### src/pkg/thermal_limit_pkg.sv
// Shared constants and carrier types for the thermal limit and alarm block.
// Assumes a single 10 MHz system clock and an AXI4-Lite register master.
package thermal_limit_pkg;

  // Clock and conversion pacing.
  localparam int CLK_PERIOD_NS = 100;
  localparam int CONV_GAP_NS = 1000;
  localparam int CONV_GAP_CYCLES = (CONV_GAP_NS + CLK_PERIOD_NS - 1) / CLK_PERIOD_NS;
  localparam logic [7:0] GAP_LAST = 8'(CONV_GAP_CYCLES - 1);

  // Channel count and bus widths.
  localparam int NUM_CH = 4;
  localparam int ADDR_W = 8;
  localparam int DATA_W = 32;

  // Register indices; the byte address is four times the index.
  localparam logic [5:0] IDX_HIGH_BASE = 6'h20;
  localparam logic [5:0] IDX_R3_HIGH_UPPER = 6'h26;
  localparam logic [5:0] IDX_R3_HIGH_LOWER = 6'h27;
  localparam logic [5:0] IDX_LOW_UPPER = 6'h30;
  localparam logic [5:0] IDX_LOW_LOWER = 6'h31;
  localparam logic [5:0] IDX_HIGH_STATUS = 6'h32;
  localparam logic [5:0] IDX_LOW_STATUS = 6'h33;
  localparam logic [5:0] IDX_ALARM_MASK = 6'h34;
  localparam logic [5:0] IDX_CH_ENABLE = 6'h35;
  localparam logic [5:0] IDX_DIODE_FAULT = 6'h36;
  localparam logic [5:0] IDX_IRQ_STATUS = 6'h38;
  localparam logic [5:0] IDX_IRQ_MASK = 6'h39;

  // Values after reset.
  localparam logic [7:0] RST_HIGH_UPPER = 8'h7f;
  localparam logic [3:0] RST_HIGH_LOWER = 4'h0;
  localparam logic [7:0] RST_LOW_UPPER = 8'hc9;
  localparam logic [3:0] RST_LOW_LOWER = 4'h0;
  localparam logic [3:0] RST_STATUS = 4'h0;
  localparam logic [3:0] RST_ALARM_MASK = 4'h0;
  localparam logic [3:0] RST_CH_ENABLE = 4'hf;
  localparam logic [7:0] RST_IRQ = 8'h00;

  // Bus responses.
  localparam logic [1:0] RESP_OKAY = 2'b00;
  localparam logic [1:0] RESP_SLVERR = 2'b10;

  // Conversion sequencer states.
  typedef enum logic [1:0] {
    SEQ_IDLE = 2'b00,
    SEQ_START = 2'b01,
    SEQ_WAIT = 2'b10
  } seq_state_e;

  // One conversion result from the measurement front end.
  typedef struct packed {
    logic [15:0] temp;
    logic diode_fault;
  } conv_result_s;

endpackage : thermal_limit_pkg

### src/thermal_limit_alarm_logic.sv
// Limit registers, thermal status, alarm masking and channel sequencing of a four-channel monitor.
// Assumes an AXI4-Lite master on CLK_SYS and a converter that answers each start with one done pulse.
`timescale 1ns/1ps

module thermal_limit_alarm_logic
  import thermal_limit_pkg::*;
(
  input wire logic CLK_SYS,
  input wire logic RST,
  input wire logic [ADDR_W-1:0] S_AXI_AWADDR,
  input wire logic S_AXI_AWVALID,
  output logic S_AXI_AWREADY,
  input wire logic [DATA_W-1:0] S_AXI_WDATA,
  input wire logic [3:0] S_AXI_WSTRB,
  input wire logic S_AXI_WVALID,
  output logic S_AXI_WREADY,
  output logic [1:0] S_AXI_BRESP,
  output logic S_AXI_BVALID,
  input wire logic S_AXI_BREADY,
  input wire logic [ADDR_W-1:0] S_AXI_ARADDR,
  input wire logic S_AXI_ARVALID,
  output logic S_AXI_ARREADY,
  output logic [DATA_W-1:0] S_AXI_RDATA,
  output logic [1:0] S_AXI_RRESP,
  output logic S_AXI_RVALID,
  input wire logic S_AXI_RREADY,
  output logic CONV_START,
  output logic [1:0] CONV_CHANNEL,
  output logic FAULT_TEST_EN,
  input wire logic CONV_DONE,
  input wire conv_result_s CONV_RESULT,
  input wire logic THERMAL_ALARM_OUTPUT_IN,
  output logic THERMAL_ALARM_OUTPUT_OUT,
  output logic THERMAL_ALARM_OUTPUT_OE_N,
  output logic IRQ
);

  // Register state.
  logic [7:0] high_upper [NUM_CH];
  logic [3:0] high_lower [NUM_CH];
  logic [7:0] low_upper;
  logic [3:0] low_lower;
  logic [3:0] high_status;
  logic [3:0] low_status;
  logic [3:0] alarm_mask;
  logic [3:0] ch_enable;
  logic [3:0] diode_fault;
  logic [7:0] irq_status;
  logic [7:0] irq_mask;

  // Write channel state.
  logic aw_held;
  logic w_held;
  logic [5:0] wr_idx;
  logic [7:0] wr_byte;
  logic wr_lane;

  // Sequencer state.
  seq_state_e seq_state;
  seq_state_e next_seq_state;
  logic [1:0] cur_ch;
  logic [7:0] gap_count;

  // Picks the next enabled channel after the current one, wrapping around.
  function automatic logic [2:0] pick_next(input logic [1:0] cur, input logic [3:0] en);
    logic [2:0] found;
    logic [1:0] cand;
    found = 3'b000;
    cand = cur;
    for (int i = 1; i <= NUM_CH; i++)
    begin
      cand = 2'(cur + 2'(i));
      if (!found[2] && en[cand])
      begin
        found = {1'b1, cand};
      end
    end
    return found;
  endfunction : pick_next

  // Maps a register index to a high limit channel and byte half.
  function automatic logic [3:0] high_slot(input logic [5:0] idx);
    logic hit;
    hit = (idx >= IDX_HIGH_BASE) && (idx <= IDX_R3_HIGH_LOWER);
    return {hit, idx[2:1], idx[0]};
  endfunction : high_slot

  // Write decode, taken when both halves of a write are held and no response is pending.
  wire wr_fire = aw_held && w_held && !S_AXI_BVALID;
  wire wr_ok = wr_fire && wr_lane;
  wire [3:0] wr_slot = high_slot(wr_idx);
  wire [5:0] rd_idx = S_AXI_ARADDR[7:2];
  wire [3:0] rd_slot = high_slot(rd_idx);
  wire wr_mapped = wr_slot[3] || (wr_idx >= IDX_LOW_UPPER && wr_idx <= IDX_DIODE_FAULT)
                   || wr_idx == IDX_IRQ_STATUS || wr_idx == IDX_IRQ_MASK;

  // Conversion result compare against the stored limits, both in the same sixteen-bit form.
  wire [1:0] res_ch = cur_ch;
  wire signed [15:0] res_temp = CONV_RESULT.temp;
  wire signed [15:0] res_high = {high_upper[res_ch], high_lower[res_ch], 4'h0};
  wire signed [15:0] res_low = {low_upper, low_lower, 4'h0};
  wire res_take = (seq_state == SEQ_WAIT) && CONV_DONE;
  wire res_over = res_temp > res_high;
  wire res_under = res_temp < res_low;
  wire [3:0] ch_bit = 4'(4'b0001 << res_ch);

  // Next flag values and the events that raise interrupt bits.
  wire [3:0] next_high_status = res_take ? (res_over ? (high_status | ch_bit) : (high_status & ~ch_bit))
                                         : high_status;
  wire [3:0] next_low_status = res_take ? (res_under ? (low_status | ch_bit) : (low_status & ~ch_bit))
                                        : low_status;
  wire [7:0] irq_events = {next_low_status & ~low_status, next_high_status & ~high_status};
  wire next_alarm = |((high_status | low_status) & ~alarm_mask);
  wire [2:0] next_pick = pick_next(cur_ch, ch_enable);
  wire gap_done = gap_count == GAP_LAST;

  // Sequencer transitions; a channel whose bit is clear is never started.
  always_comb
  begin
    next_seq_state = seq_state;
    unique case (seq_state)
      SEQ_IDLE: if (gap_done && next_pick[2]) next_seq_state = SEQ_START;
      SEQ_START: next_seq_state = SEQ_WAIT;
      SEQ_WAIT: if (CONV_DONE) next_seq_state = SEQ_IDLE;
      default: next_seq_state = SEQ_IDLE;
    endcase
  end

  // Gap counter between conversions, the slow pacing enable.
  always_ff @(posedge CLK_SYS or posedge RST)
  begin
    if (RST)
      gap_count <= 8'h00;
    else if (seq_state != SEQ_IDLE || gap_done)
      gap_count <= 8'h00;
    else
      gap_count <= gap_count + 8'h01;
  end

  // Sequencer state, channel select and converter strobes.
  always_ff @(posedge CLK_SYS or posedge RST)
  begin
    if (RST)
    begin
      seq_state <= SEQ_IDLE;
      cur_ch <= 2'b11;
      CONV_START <= 1'b0;
      FAULT_TEST_EN <= 1'b0;
    end
    else
    begin
      seq_state <= next_seq_state;
      CONV_START <= (seq_state == SEQ_IDLE) && (next_seq_state == SEQ_START);
      if (seq_state == SEQ_IDLE && next_seq_state == SEQ_START)
      begin
        cur_ch <= next_pick[1:0];
        FAULT_TEST_EN <= next_pick[1:0] != 2'b00;
      end
      else if (seq_state == SEQ_WAIT && CONV_DONE)
        FAULT_TEST_EN <= 1'b0;
    end
  end

  assign CONV_CHANNEL = cur_ch;

  // Status flags, diode faults and the alarm pin; the pin is only ever pulled low.
  always_ff @(posedge CLK_SYS or posedge RST)
  begin
    if (RST)
    begin
      high_status <= RST_STATUS;
      low_status <= RST_STATUS;
      diode_fault <= RST_STATUS;
      THERMAL_ALARM_OUTPUT_OE_N <= 1'b1;
      THERMAL_ALARM_OUTPUT_OUT <= 1'b0;
    end
    else
    begin
      high_status <= next_high_status;
      low_status <= next_low_status;
      if (res_take && res_ch != 2'b00 && FAULT_TEST_EN)
        diode_fault[res_ch] <= CONV_RESULT.diode_fault;
      THERMAL_ALARM_OUTPUT_OE_N <= ~next_alarm;
      THERMAL_ALARM_OUTPUT_OUT <= 1'b0;
    end
  end

  // High limit storage; the upper byte is kept as written, the lower byte keeps only its top nibble.
  always_ff @(posedge CLK_SYS or posedge RST)
  begin
    if (RST)
    begin
      for (int c = 0; c < NUM_CH; c++)
      begin
        high_upper[c] <= RST_HIGH_UPPER;
        high_lower[c] <= RST_HIGH_LOWER;
      end
    end
    else if (wr_ok && wr_slot[3])
    begin
      if (!wr_slot[0])
        high_upper[wr_slot[2:1]] <= wr_byte;
      else
        high_lower[wr_slot[2:1]] <= wr_byte[7:4];
    end
  end

  // Shared low limit, mask and enable bytes; reserved bits are never stored.
  always_ff @(posedge CLK_SYS or posedge RST)
  begin
    if (RST)
    begin
      low_upper <= RST_LOW_UPPER;
      low_lower <= RST_LOW_LOWER;
      alarm_mask <= RST_ALARM_MASK;
      ch_enable <= RST_CH_ENABLE;
      irq_mask <= RST_IRQ;
    end
    else if (wr_ok)
    begin
      if (wr_idx == IDX_LOW_UPPER)
        low_upper <= wr_byte;
      if (wr_idx == IDX_LOW_LOWER)
        low_lower <= wr_byte[7:4];
      if (wr_idx == IDX_ALARM_MASK)
        alarm_mask <= wr_byte[3:0];
      if (wr_idx == IDX_CH_ENABLE)
        ch_enable <= wr_byte[3:0];
      if (wr_idx == IDX_IRQ_MASK)
        irq_mask <= wr_byte;
    end
  end

  // Sticky interrupt bits; a new event wins over a write-one clear in the same cycle.
  wire [7:0] irq_clear = (wr_ok && wr_idx == IDX_IRQ_STATUS) ? wr_byte : 8'h00;
  always_ff @(posedge CLK_SYS or posedge RST)
  begin
    if (RST)
    begin
      irq_status <= RST_IRQ;
      IRQ <= 1'b0;
    end
    else
    begin
      irq_status <= (irq_status & ~irq_clear) | irq_events;
      IRQ <= |(((irq_status & ~irq_clear) | irq_events) & irq_mask);
    end
  end

  // Write address and data capture; each is held until the write response is accepted.
  always_ff @(posedge CLK_SYS or posedge RST)
  begin
    if (RST)
    begin
      aw_held <= 1'b0;
      w_held <= 1'b0;
      wr_idx <= 6'h00;
      wr_byte <= 8'h00;
      wr_lane <= 1'b0;
      S_AXI_AWREADY <= 1'b1;
      S_AXI_WREADY <= 1'b1;
      S_AXI_BVALID <= 1'b0;
      S_AXI_BRESP <= RESP_OKAY;
    end
    else
    begin
      if (S_AXI_AWVALID && S_AXI_AWREADY)
      begin
        aw_held <= 1'b1;
        wr_idx <= S_AXI_AWADDR[7:2];
        S_AXI_AWREADY <= 1'b0;
      end
      if (S_AXI_WVALID && S_AXI_WREADY)
      begin
        w_held <= 1'b1;
        wr_byte <= S_AXI_WDATA[7:0];
        wr_lane <= S_AXI_WSTRB[0];
        S_AXI_WREADY <= 1'b0;
      end
      if (wr_fire)
      begin
        S_AXI_BVALID <= 1'b1;
        S_AXI_BRESP <= wr_mapped ? RESP_OKAY : RESP_SLVERR;
      end
      else if (S_AXI_BVALID && S_AXI_BREADY)
      begin
        S_AXI_BVALID <= 1'b0;
        aw_held <= 1'b0;
        w_held <= 1'b0;
        S_AXI_AWREADY <= 1'b1;
        S_AXI_WREADY <= 1'b1;
      end
    end
  end

  // Read selection; reserved bits and the zero low nibble of fraction bytes read as zero.
  logic [7:0] rd_byte;
  logic rd_hit;
  always_comb
  begin
    rd_byte = 8'h00;
    rd_hit = 1'b1;
    if (rd_slot[3])
      rd_byte = rd_slot[0] ? {high_lower[rd_slot[2:1]], 4'h0} : high_upper[rd_slot[2:1]];
    else
    begin
      unique case (rd_idx)
        IDX_LOW_UPPER: rd_byte = low_upper;
        IDX_LOW_LOWER: rd_byte = {low_lower, 4'h0};
        IDX_HIGH_STATUS: rd_byte = {4'h0, high_status};
        IDX_LOW_STATUS: rd_byte = {4'h0, low_status};
        IDX_ALARM_MASK: rd_byte = {4'h0, alarm_mask};
        IDX_CH_ENABLE: rd_byte = {4'h0, ch_enable};
        IDX_DIODE_FAULT: rd_byte = {4'h0, diode_fault[3:1], 1'b0};
        IDX_IRQ_STATUS: rd_byte = irq_status;
        IDX_IRQ_MASK: rd_byte = irq_mask;
        default: rd_hit = 1'b0;
      endcase
    end
  end

  // Read channel; the answer is registered one cycle after the address is taken.
  always_ff @(posedge CLK_SYS or posedge RST)
  begin
    if (RST)
    begin
      S_AXI_ARREADY <= 1'b1;
      S_AXI_RVALID <= 1'b0;
      S_AXI_RDATA <= 32'h0000_0000;
      S_AXI_RRESP <= RESP_OKAY;
    end
    else if (S_AXI_ARVALID && S_AXI_ARREADY)
    begin
      S_AXI_ARREADY <= 1'b0;
      S_AXI_RVALID <= 1'b1;
      S_AXI_RDATA <= {24'h00_0000, rd_byte};
      S_AXI_RRESP <= rd_hit ? RESP_OKAY : RESP_SLVERR;
    end
    else if (S_AXI_RVALID && S_AXI_RREADY)
    begin
      S_AXI_RVALID <= 1'b0;
      S_AXI_ARREADY <= 1'b1;
    end
  end

  // Checks kept beside the logic they guard.
  remote3_reset_a: assert property (@(posedge CLK_SYS) $fell(RST) |->
    high_upper[3] == 8'h7f && high_lower[3] == 4'h0) else $error("Remote 3 high limit reset wrong.");

  low_reset_a: assert property (@(posedge CLK_SYS) $fell(RST) |->
    low_upper == 8'hc9 && low_lower == 4'h0) else $error("Shared low limit reset wrong.");

  high_flag_a: assert property (@(posedge CLK_SYS) disable iff (RST)
    res_take |=> high_status[$past(res_ch)] == $past(res_over)) else $error("High flag not from compare.");

  low_flag_a: assert property (@(posedge CLK_SYS) disable iff (RST)
    res_take |=> low_status[$past(res_ch)] == $past(res_under)) else $error("Low flag not from compare.");

  alarm_pin_a: assert property (@(posedge CLK_SYS) disable iff (RST)
    ##1 THERMAL_ALARM_OUTPUT_OE_N == !$past(|((high_status | low_status) & ~alarm_mask)))
    else $error("Alarm pin disagrees with masked flags.");

  mask_blocks_a: assert property (@(posedge CLK_SYS) disable iff (RST)
    (alarm_mask == 4'hf)[*2] |-> THERMAL_ALARM_OUTPUT_OE_N) else $error("Masked alarm still driven.");

  skip_disabled_a: assert property (@(posedge CLK_SYS) disable iff (RST)
    CONV_START |-> |($past(ch_enable) & 4'(4'b0001 << CONV_CHANNEL)))
    else $error("Disabled channel was started.");

  fault_test_a: assert property (@(posedge CLK_SYS) disable iff (RST)
    $rose(FAULT_TEST_EN) |-> CONV_CHANNEL != 2'b00 && CONV_START) else $error("Fault test off a remote start.");

  reserved_zero_a: assert property (@(posedge CLK_SYS) disable iff (RST)
    S_AXI_ARVALID && S_AXI_ARREADY && (rd_idx == IDX_ALARM_MASK || rd_idx == IDX_CH_ENABLE)
    |=> S_AXI_RDATA[7:4] == 4'h0) else $error("Mask or enable reserved bits not zero.");

  enable_reset_a: assert property (@(posedge CLK_SYS) $fell(RST) |->
    ch_enable == 4'hf && alarm_mask == 4'h0) else $error("Enable or mask reset wrong.");

  read_answer_a: assert property (@(posedge CLK_SYS) disable iff (RST)
    S_AXI_ARVALID && S_AXI_ARREADY |=> S_AXI_RVALID && S_AXI_RDATA[31:8] == 24'h00_0000)
    else $error("Read answer late or upper bits set.");

  status_reserved_a: assert property (@(posedge CLK_SYS) disable iff (RST)
    S_AXI_ARVALID && S_AXI_ARREADY && (rd_idx == IDX_HIGH_STATUS || rd_idx == IDX_LOW_STATUS)
    |=> S_AXI_RDATA[7:4] == 4'h0) else $error("Status reserved bits not zero.");

  gap_pace_a: assert property (@(posedge CLK_SYS) disable iff (RST)
    $fell(CONV_START) |-> !CONV_START[*8]) else $error("Conversions started too close.");

endmodule : thermal_limit_alarm_logic

### config.mk
export PLATFORM = sky130hd
export DESIGN_NAME = thermal_limit_alarm_logic
export DESIGN_NICKNAME = d
export VERILOG_FILES = /design/src/pkg/thermal_limit_pkg.sv /design/src/thermal_limit_alarm_logic.sv
export SDC_FILE = /design/constraint.sdc
export NUM_CORES = 1
export LEC_CHECK = 0
export ABC_AREA = 1
export BUFFER_PORTS_ARGS = -buffer_cell sky130_fd_sc_hd__buf_4
export CORE_UTILIZATION = 45
export DETAILED_ROUTE_END_ITERATION = 8
export PLACE_DENSITY = 0.69
export SETUP_SLACK_MARGIN = 0.4
export SYNTH_ARGS = -nofsm -noshare
export SYNTH_HDL_FRONTEND = slang
export SYNTH_SLANG_ARGS = --single-unit
### constraint.sdc
create_clock -name CLK_SYS -period 8.75 [get_ports CLK_SYS]
set_clock_uncertainty 0.05 [all_clocks]
set_input_delay 0 -clock CLK_SYS [delete_from_list [all_inputs] [get_ports CLK_SYS]]
set_output_delay 0 -clock CLK_SYS [all_outputs]
set_load 0.02 [all_outputs]
Word level (Yosys, flattened, before mapping)
Index checks and enable logic that the tools add are counted.

Register bits: 146. Input bits: 78. Word-level logic and storage cells: 216.

$add $sub $neg: 4. $lt $le $gt $ge: 17. Eq/ne operators: 19. Shifts and indexed selects: 1. Mux-type cells: 69. Bitwise operators: 21. Reductions and logical operators: 48.

Operators with widths (number): 6-bit equality test (second input constant) (15); 8-bit two-way mux (9); 8-bit one-hot mux with 9 select lines (1); 4-bit two-way mux (9); 8-bit binary-select mux with 2-bit select (2); 32-bit bitwise mux (1); 1-bit two-way mux (27); 1-bit logical AND (23); 4-bit bitwise AND (5); 6-bit greater-or-equal comparator (second input constant) (3); 6-bit less-or-equal comparator (second input constant) (3); 8-bit bitwise AND (2); 4-bit binary-select mux with 2-bit select (2); 16-bit bitwise mux (1); 8-bit demux with 2-bit select (1); 16-bit > comparator (1); 16-bit < comparator (1); 4-bit NOT (4); 2-bit AND reduction (7); 2-bit by 3-bit < comparator with 1-bit output (second input constant) (4); 3-bit two-way mux (4); 4-bit bitwise OR (3); 2-bit nonzero test (6); 3-bit greater-or-equal comparator (second input constant) (3); 25 further kinds (42).

Logic depth before layout (Yosys ltp)
Depth after elaboration: 19. Mapped depth: 22. Mapped depth without buffers: 20.

Worst setup path before layout
Ideal clock, no wire load.

Kind: reg2reg. Start: register cur_ch[0], in the netlist CONV_CHANNEL[0]. End: register IRQ. Data arrival time: 2883 ps. Slack: 5752 ps. Stages on the path, launching flop included: 20. Buffers on the path: 3. Clock period less this slack: 2998 ps. Cells stage by stage: dfstp_2 > buf_6 > clkbuf_1 > clkbuf_1 > nand2_1 > a21oi_1 > a21oi_1 > ha_1 > a21o_1 > nor2_1 > nand3_1 > nand2_1 > nand2_1 > nor2_2 > nand3_1 > nand2_1 > nand2_1 > nand2_1 > nor2_1 > nand2_1.

Longest elaborated chain between the ends: 11. Elaborated cells between the ends (all ways): 23.

RTL lines: start: declaration (line thermal_limit_alarm_logic.sv:61) `logic [1:0] cur_ch;`; start signal: assignment (line thermal_limit_alarm_logic.sv:156) `cur_ch <= next_pick[1:0];`; 2-bit NOT with 3-bit output (not written as such) (line thermal_limit_alarm_logic.sv:100) `wire signed [15:0] res_high = {high_upper[res_ch], high_lower[res_ch], 4'h0};`; 4-bit binary-select mux with 2-bit select or 8-bit binary-select mux with 2-bit select (tied branches) (line thermal_limit_alarm_logic.sv:100); 4-bit two-way mux (not written as such) or 8-bit two-way mux (tied branches) (2 in series) (line thermal_limit_alarm_logic.sv:100); 16-bit > comparator (line thermal_limit_alarm_logic.sv:103) `wire res_over = res_temp > res_high;`; 4-bit two-way mux (2 in series) (line thermal_limit_alarm_logic.sv:108) `wire [3:0] next_high_status = res_take ? (res_over ? (high_status | ch_bit) : (high_status & ~ch_bit))`; 4-bit bitwise AND (line thermal_limit_alarm_logic.sv:112) `wire [7:0] irq_events = {next_low_status & ~low_status, next_high_status & ~high_status};`; 8-bit bitwise OR (*) (line thermal_limit_alarm_logic.sv:246) `IRQ <= |(((irq_status & ~irq_clear) | irq_events) & irq_mask);`; 8-bit bitwise AND (*) (line thermal_limit_alarm_logic.sv:246); 8-bit OR reduction (*) (line thermal_limit_alarm_logic.sv:246); end signal: assignment (line thermal_limit_alarm_logic.sv:246); end: declaration (line thermal_limit_alarm_logic.sv:35) `output logic IRQ`.

Mark *: on every way between the ends. The rest lies on a longest branch, timed or not. The select of a mux whose other input is x is not followed. A chain may end at the register's enable or synchronous reset.

Final worst setup path
Same ends and word-level chain as after synthesis.

==> reports/qor_table.md <==
| Result | Value | Unit |
|:---|:---|:---|
| Outcome | complete, no violations | - |
| Multiplexer area fraction after synthesis | 0 | % |
| Area enclosed by the die boundary | 17900 | µm² |
| Clock sink count | 143 | - |
| Worst-case headroom to the max-slew limit | 33.1 | % |
| Total routing usage reported by global routing | 25.0 | % |
| Post-CTS setup buffer count | 0 | - |
| Antenna Nets Post-Route | 0 | - |
| Layout cell share with drive strength beyond 1 | 14.1 | % |
| Portion of the post-synthesis area used by sequential elements | 46.5 | % |
| Count of flip-flops with a built-in enable after synthesis | 0 | - |
| Worst R2R Setup Slack | 5060 | ps |
| Number of cell rows | 47 | - |
| Most used DFF post-synth | dfrtp_1 | - |
| Core Region | 16800 | µm² |
| Routing usage on met2 | 41.4 | % |
| Detailed-route wire length | 21.4 | mm |
| Peak supply drop | 0.000176 | V |
| Met3 track demand over resource | 4.53 | % |
| Antenna violations before repair | 0 | - |
| Top Usage Layer GRT | met2 | - |
| Max-slew violation total from the final report | 0 | - |
| Least-Margin Pin Slew | 1000 | ps |
| Global routing met1 resource utilization | 33.3 | % |
| Fmax | 271 | MHz |
| Count of TritonRoute iterations in the first routing pass | 6 | - |
| Flop pwr share | 39.4 | % |
| Final Hold Viols | 0 | - |
| Data arrival time at the worst-slack endpoint | 4000 | ps |
| Share of the synthesized area in compound gates (AO/OA/AOI/OAI) | 17.9 | % |
| TritonCTS buffer count | 17 | - |
| Final critical delay including setup and external delays | 3690 | ps |
| Clock slew at reported path FFs | 60 | ps |
| Cell count of the worst reg-to-reg path | 18 | - |
| Relative area change from synthesis to final layout | 18.4 | % |
| Critical R2R Capture | IRQ | - |
| Critical path cell sequence | inv_4 > o21ai_0 > a21oi_1 > ha_1 > nand2_1 > inv_1 > nand2_1 > nor2_1 > nand2_1 > nand4_1 > nand2_1 > nor2_2 > nand3_1 > nand2_1 > nand2_1 > nand2_1 > nor2_1 > nand2_1 | - |
| Endpoint required time on the critical path | 9060 | ps |
| Wire length of the first global-routing pass | 34.2 | mm |
| Yosys top cell by area | dfrtp_1 | - |
| Largest net degree at the start of global routing | 80 | - |
| Average routed wire per standard cell | 16.5 | µm |
| Layout Nets | 1170 | - |
| Final setup violating endpoints | 0 | - |
| Die width | 134 | µm |
| Power density relative to cell area | 258 | nW/µm² |
| Critical path capture point type | flop | - |
| Xor/xnor cell area share of the yosys netlist | 0 | % |
| Ys async rst share | 100 | % |
| Basic-gate share of the synthesized area counting and, or, nand and nor cells | 21.3 | % |
| H-tree depth reported by CTS | 4 | - |
| Count of synthesis-stage warnings from yosys | 0 | - |
| Switch share | 33.9 | % |
| Worst r2r src | CONV_CHANNEL[0] | - |
| Mapped Avg Cell Area | 7.92 | µm² |
| Internal power of the cells | 1.57 | mW |
| Count of input and output buffers | 66 | - |
| Top Ports | 126 | - |
| Placed wire-length estimate after detailed placement | 14.6 | mm |
| Most used cell, CP | nand2_1 | - |
| Drt initial violations | 648 | - |
| Main combinational cell family by area after synthesis | simple AND/OR/NAND/NOR gates | - |
| Cell leakage power | 4.12 | nW |
| RSZ-0062 raised after global routing | no | - |
| Fraction of post-synthesis cell area in the top cell type by area | 32.4 | % |
| Fillers | 1588 | - |
| Clock latency at the later pin of the worst-skew pair | 420 | ps |
| NetSw | 806 | µW |
| Chip Height | 134 | µm |
| Synth Instances | 985 | - |
| Cell type of the slowest stage on the worst timing path | dfstp_2 | - |
| Total non-filler cell area in the finished layout | 9240 | µm² |
| Critical path launch point | CONV_CHANNEL[0] | - |
| Initial cell density of the core | 46.6 | % |
| Capturing element of the worst setup path | IRQ | - |
| Synthesized cell area | 7800 | µm² |
| Main area contributors after synthesis | dfrtp_1 (32%), dfstp_2 (14%), nand2_1 (11%), o21ai_0 (10%), inv_1 (5.0%) | - |
| Overflow left after global routing | 0 | - |
| Adder and majority cell fraction of the synthesized area | 4.65 | % |
| Post-DR vias/cell | 5.36 | - |
| Post-synth cell types | 46 | - |
| Clock tree from TritonCTS | done | - |
| Final sum of negative setup slack | 0 | ps |
| Worst stage delay on the critical path | 1040 | ps |
| Flops & latches, synth | 143 | - |
| Total cell area at the placement stage | 8340 | µm² |
| Vias in the first global route | 6438 | - |
| Highest net fanout along the worst path | 38 | - |
| Total vias in the final route | 6948 | - |
| Combinational fraction of design power | 26.6 | % |
| Antenna diode count | 0 | - |
| Worst setup path category | reg -> reg | - |
| Period utilization | 42.1 | % |
| CTS root buffer | clkbuf_16 | - |
| Critical Path Start Type | flop | - |
| Number of maximum-capacitance violations | 0 | - |
| Longest Clk Path Bufs | 2 | - |
| Clock share of power | 33.9 | % |
| RePlAce Congestion | 0.906 | - |
| Post-route DRC violation count | 0 | - |
| Path type of the worst min-delay path | in -> reg | - |
[placed cells by master, fill, tap and decap left out, types with 2 or more instances in the layout]
master	count
nand2_1	237
o21ai_0	160
inv_1	103
dfrtp_1	101
buf_4	67
nor2_1	65
a21oi_1	50
nand3_1	48
dfstp_2	42
ha_1	29
conb_1	27
dlygate4sd3_1	24
clkbuf_16	17
nand4_1	13
o22ai_1	12
nor3_1	8
a32o_1	7
a31oi_1	6
o211ai_1	5
bufinv_16	5
nor4_1	3
o2111ai_1	3
nor3b_1	3
clkbuf_1	3
clkbuf_8	3
nor3_4	2
nand3b_1	2
o21ai_1	2
and2_1	2
inv_2	2
o21bai_1	2
o221ai_1	2
inv_6	2
[layer usage]
metal  vias up  routed length (µm)
met4         0                 395
li1       3388                   -
met3        24                1070
met1      3332                9620
met5         -                   0
met2       204               10300
[worst max-delay path, delay by kind of cell, from the launching register on]
family	cells	cell delay, ps
adder cells (fa/ha/maj)	1	410
AND/OR/NAND/NOR	13	1290
buffers and inverters	2	340
AO/OA/AOI/OAI	2	420
flip-flops	1	1040
[power by group through the flow]
stage / clock network (mW) / registers (mW) / logic (mW)
global route: 0.844 / 0.957 / 0.712
CTS: 0.815 / 0.936 / 0.633
floorplan: 0 / 0.959 / 0.375
detailed placement: 0 / 0.944 / 0.613
finish: 0.807 / 0.939 / 0.634
global placement: 0 / 0.941 / 0.598
[cells in the mapped netlist (all sizes together), types with 2 or more instances]
cell type  count
nor2          66
a21oi         50
a32o           7
nor3          11
o21bai         2
dfstp         42
nand3b         2
nor4           3
o2111ai        3
o211ai         5
ha            29
nor3b          4
o21ai        163
dfrtp        101
nand2        238
clkbuf        21
buf           37
o22ai         12
nand4         14
inv          107
and2           2
a31oi          6
nand3         49
o221ai         2
[worst min-delay path by stage]
stage | startpoint | to | slack [ps] | cells after the start
floorplan | S_AXI_AWVALID | S_AXI_AWREADY | 20 | 1
global placement | RST | gap_count[1] | 70 | 2
detailed placement | RST | gap_count[0] | 70 | 2
CTS | S_AXI_ARVALID | S_AXI_ARREADY | 30 | 4
global route | S_AXI_ARVALID | S_AXI_ARREADY | 60 | 4
finish | S_AXI_ARVALID | S_AXI_ARREADY | 30 | 4
[repair_timing]
item,4_1_cts,5_1_grt
resized for setup,0,0
endpoints found under the hold margin,86,0
hold buffers,24,0
setup endpoints to repair,0,0
[sequential cells by signal (all words and copies together) (netlist names), 8 cells and up]
name,flops
S_AXI_RDATA,8
gap_count,8
high_lower,16
high_upper,32
irq_mask,8
irq_status,8
low_upper,8
wr_byte,8
[logic make-up after synthesis]
logic type | Yosys count
fa+ha+maj | 29
flops | 143
simple gates | 390
buf+inv | 166
other cells | 1
compound gates | 256
[per-stage QoR]
step	total power [mW]	std cells	utilization, %	worst slack (ps)	hold WS [ps]
2_1_floorplan	1.33	1011	-	4930	24.0
3_3_place_gp	1.54	1240	49.8	5180	66.7
3_5_place_dp	1.56	1240	49.8	5140	68.6
4_1_cts	2.38	1296	55.1	5110	35.0
5_1_grt	2.51	1296	55.1	4740	61.5
6_report	2.38	1296	55.1	5060	32.8
[cell type report]
| cell class | count | area, µm² | share of cell area, % |
|---|---|---|---|
| well taps | 220 | 275 | 2.98 |
| inverters | 108 | 413 | 4.47 |
| multi-input cells | 702 | 3520 | 38.1 |
| clock buffers | 23 | 478 | 5.17 |
| flip-flops and latches | 143 | 3630 | 39.3 |
| clock inverters | 9 | 180 | 1.95 |
| repair buffers | 91 | 743 | 8.04 |
Power figures use the tool's default switching activity.
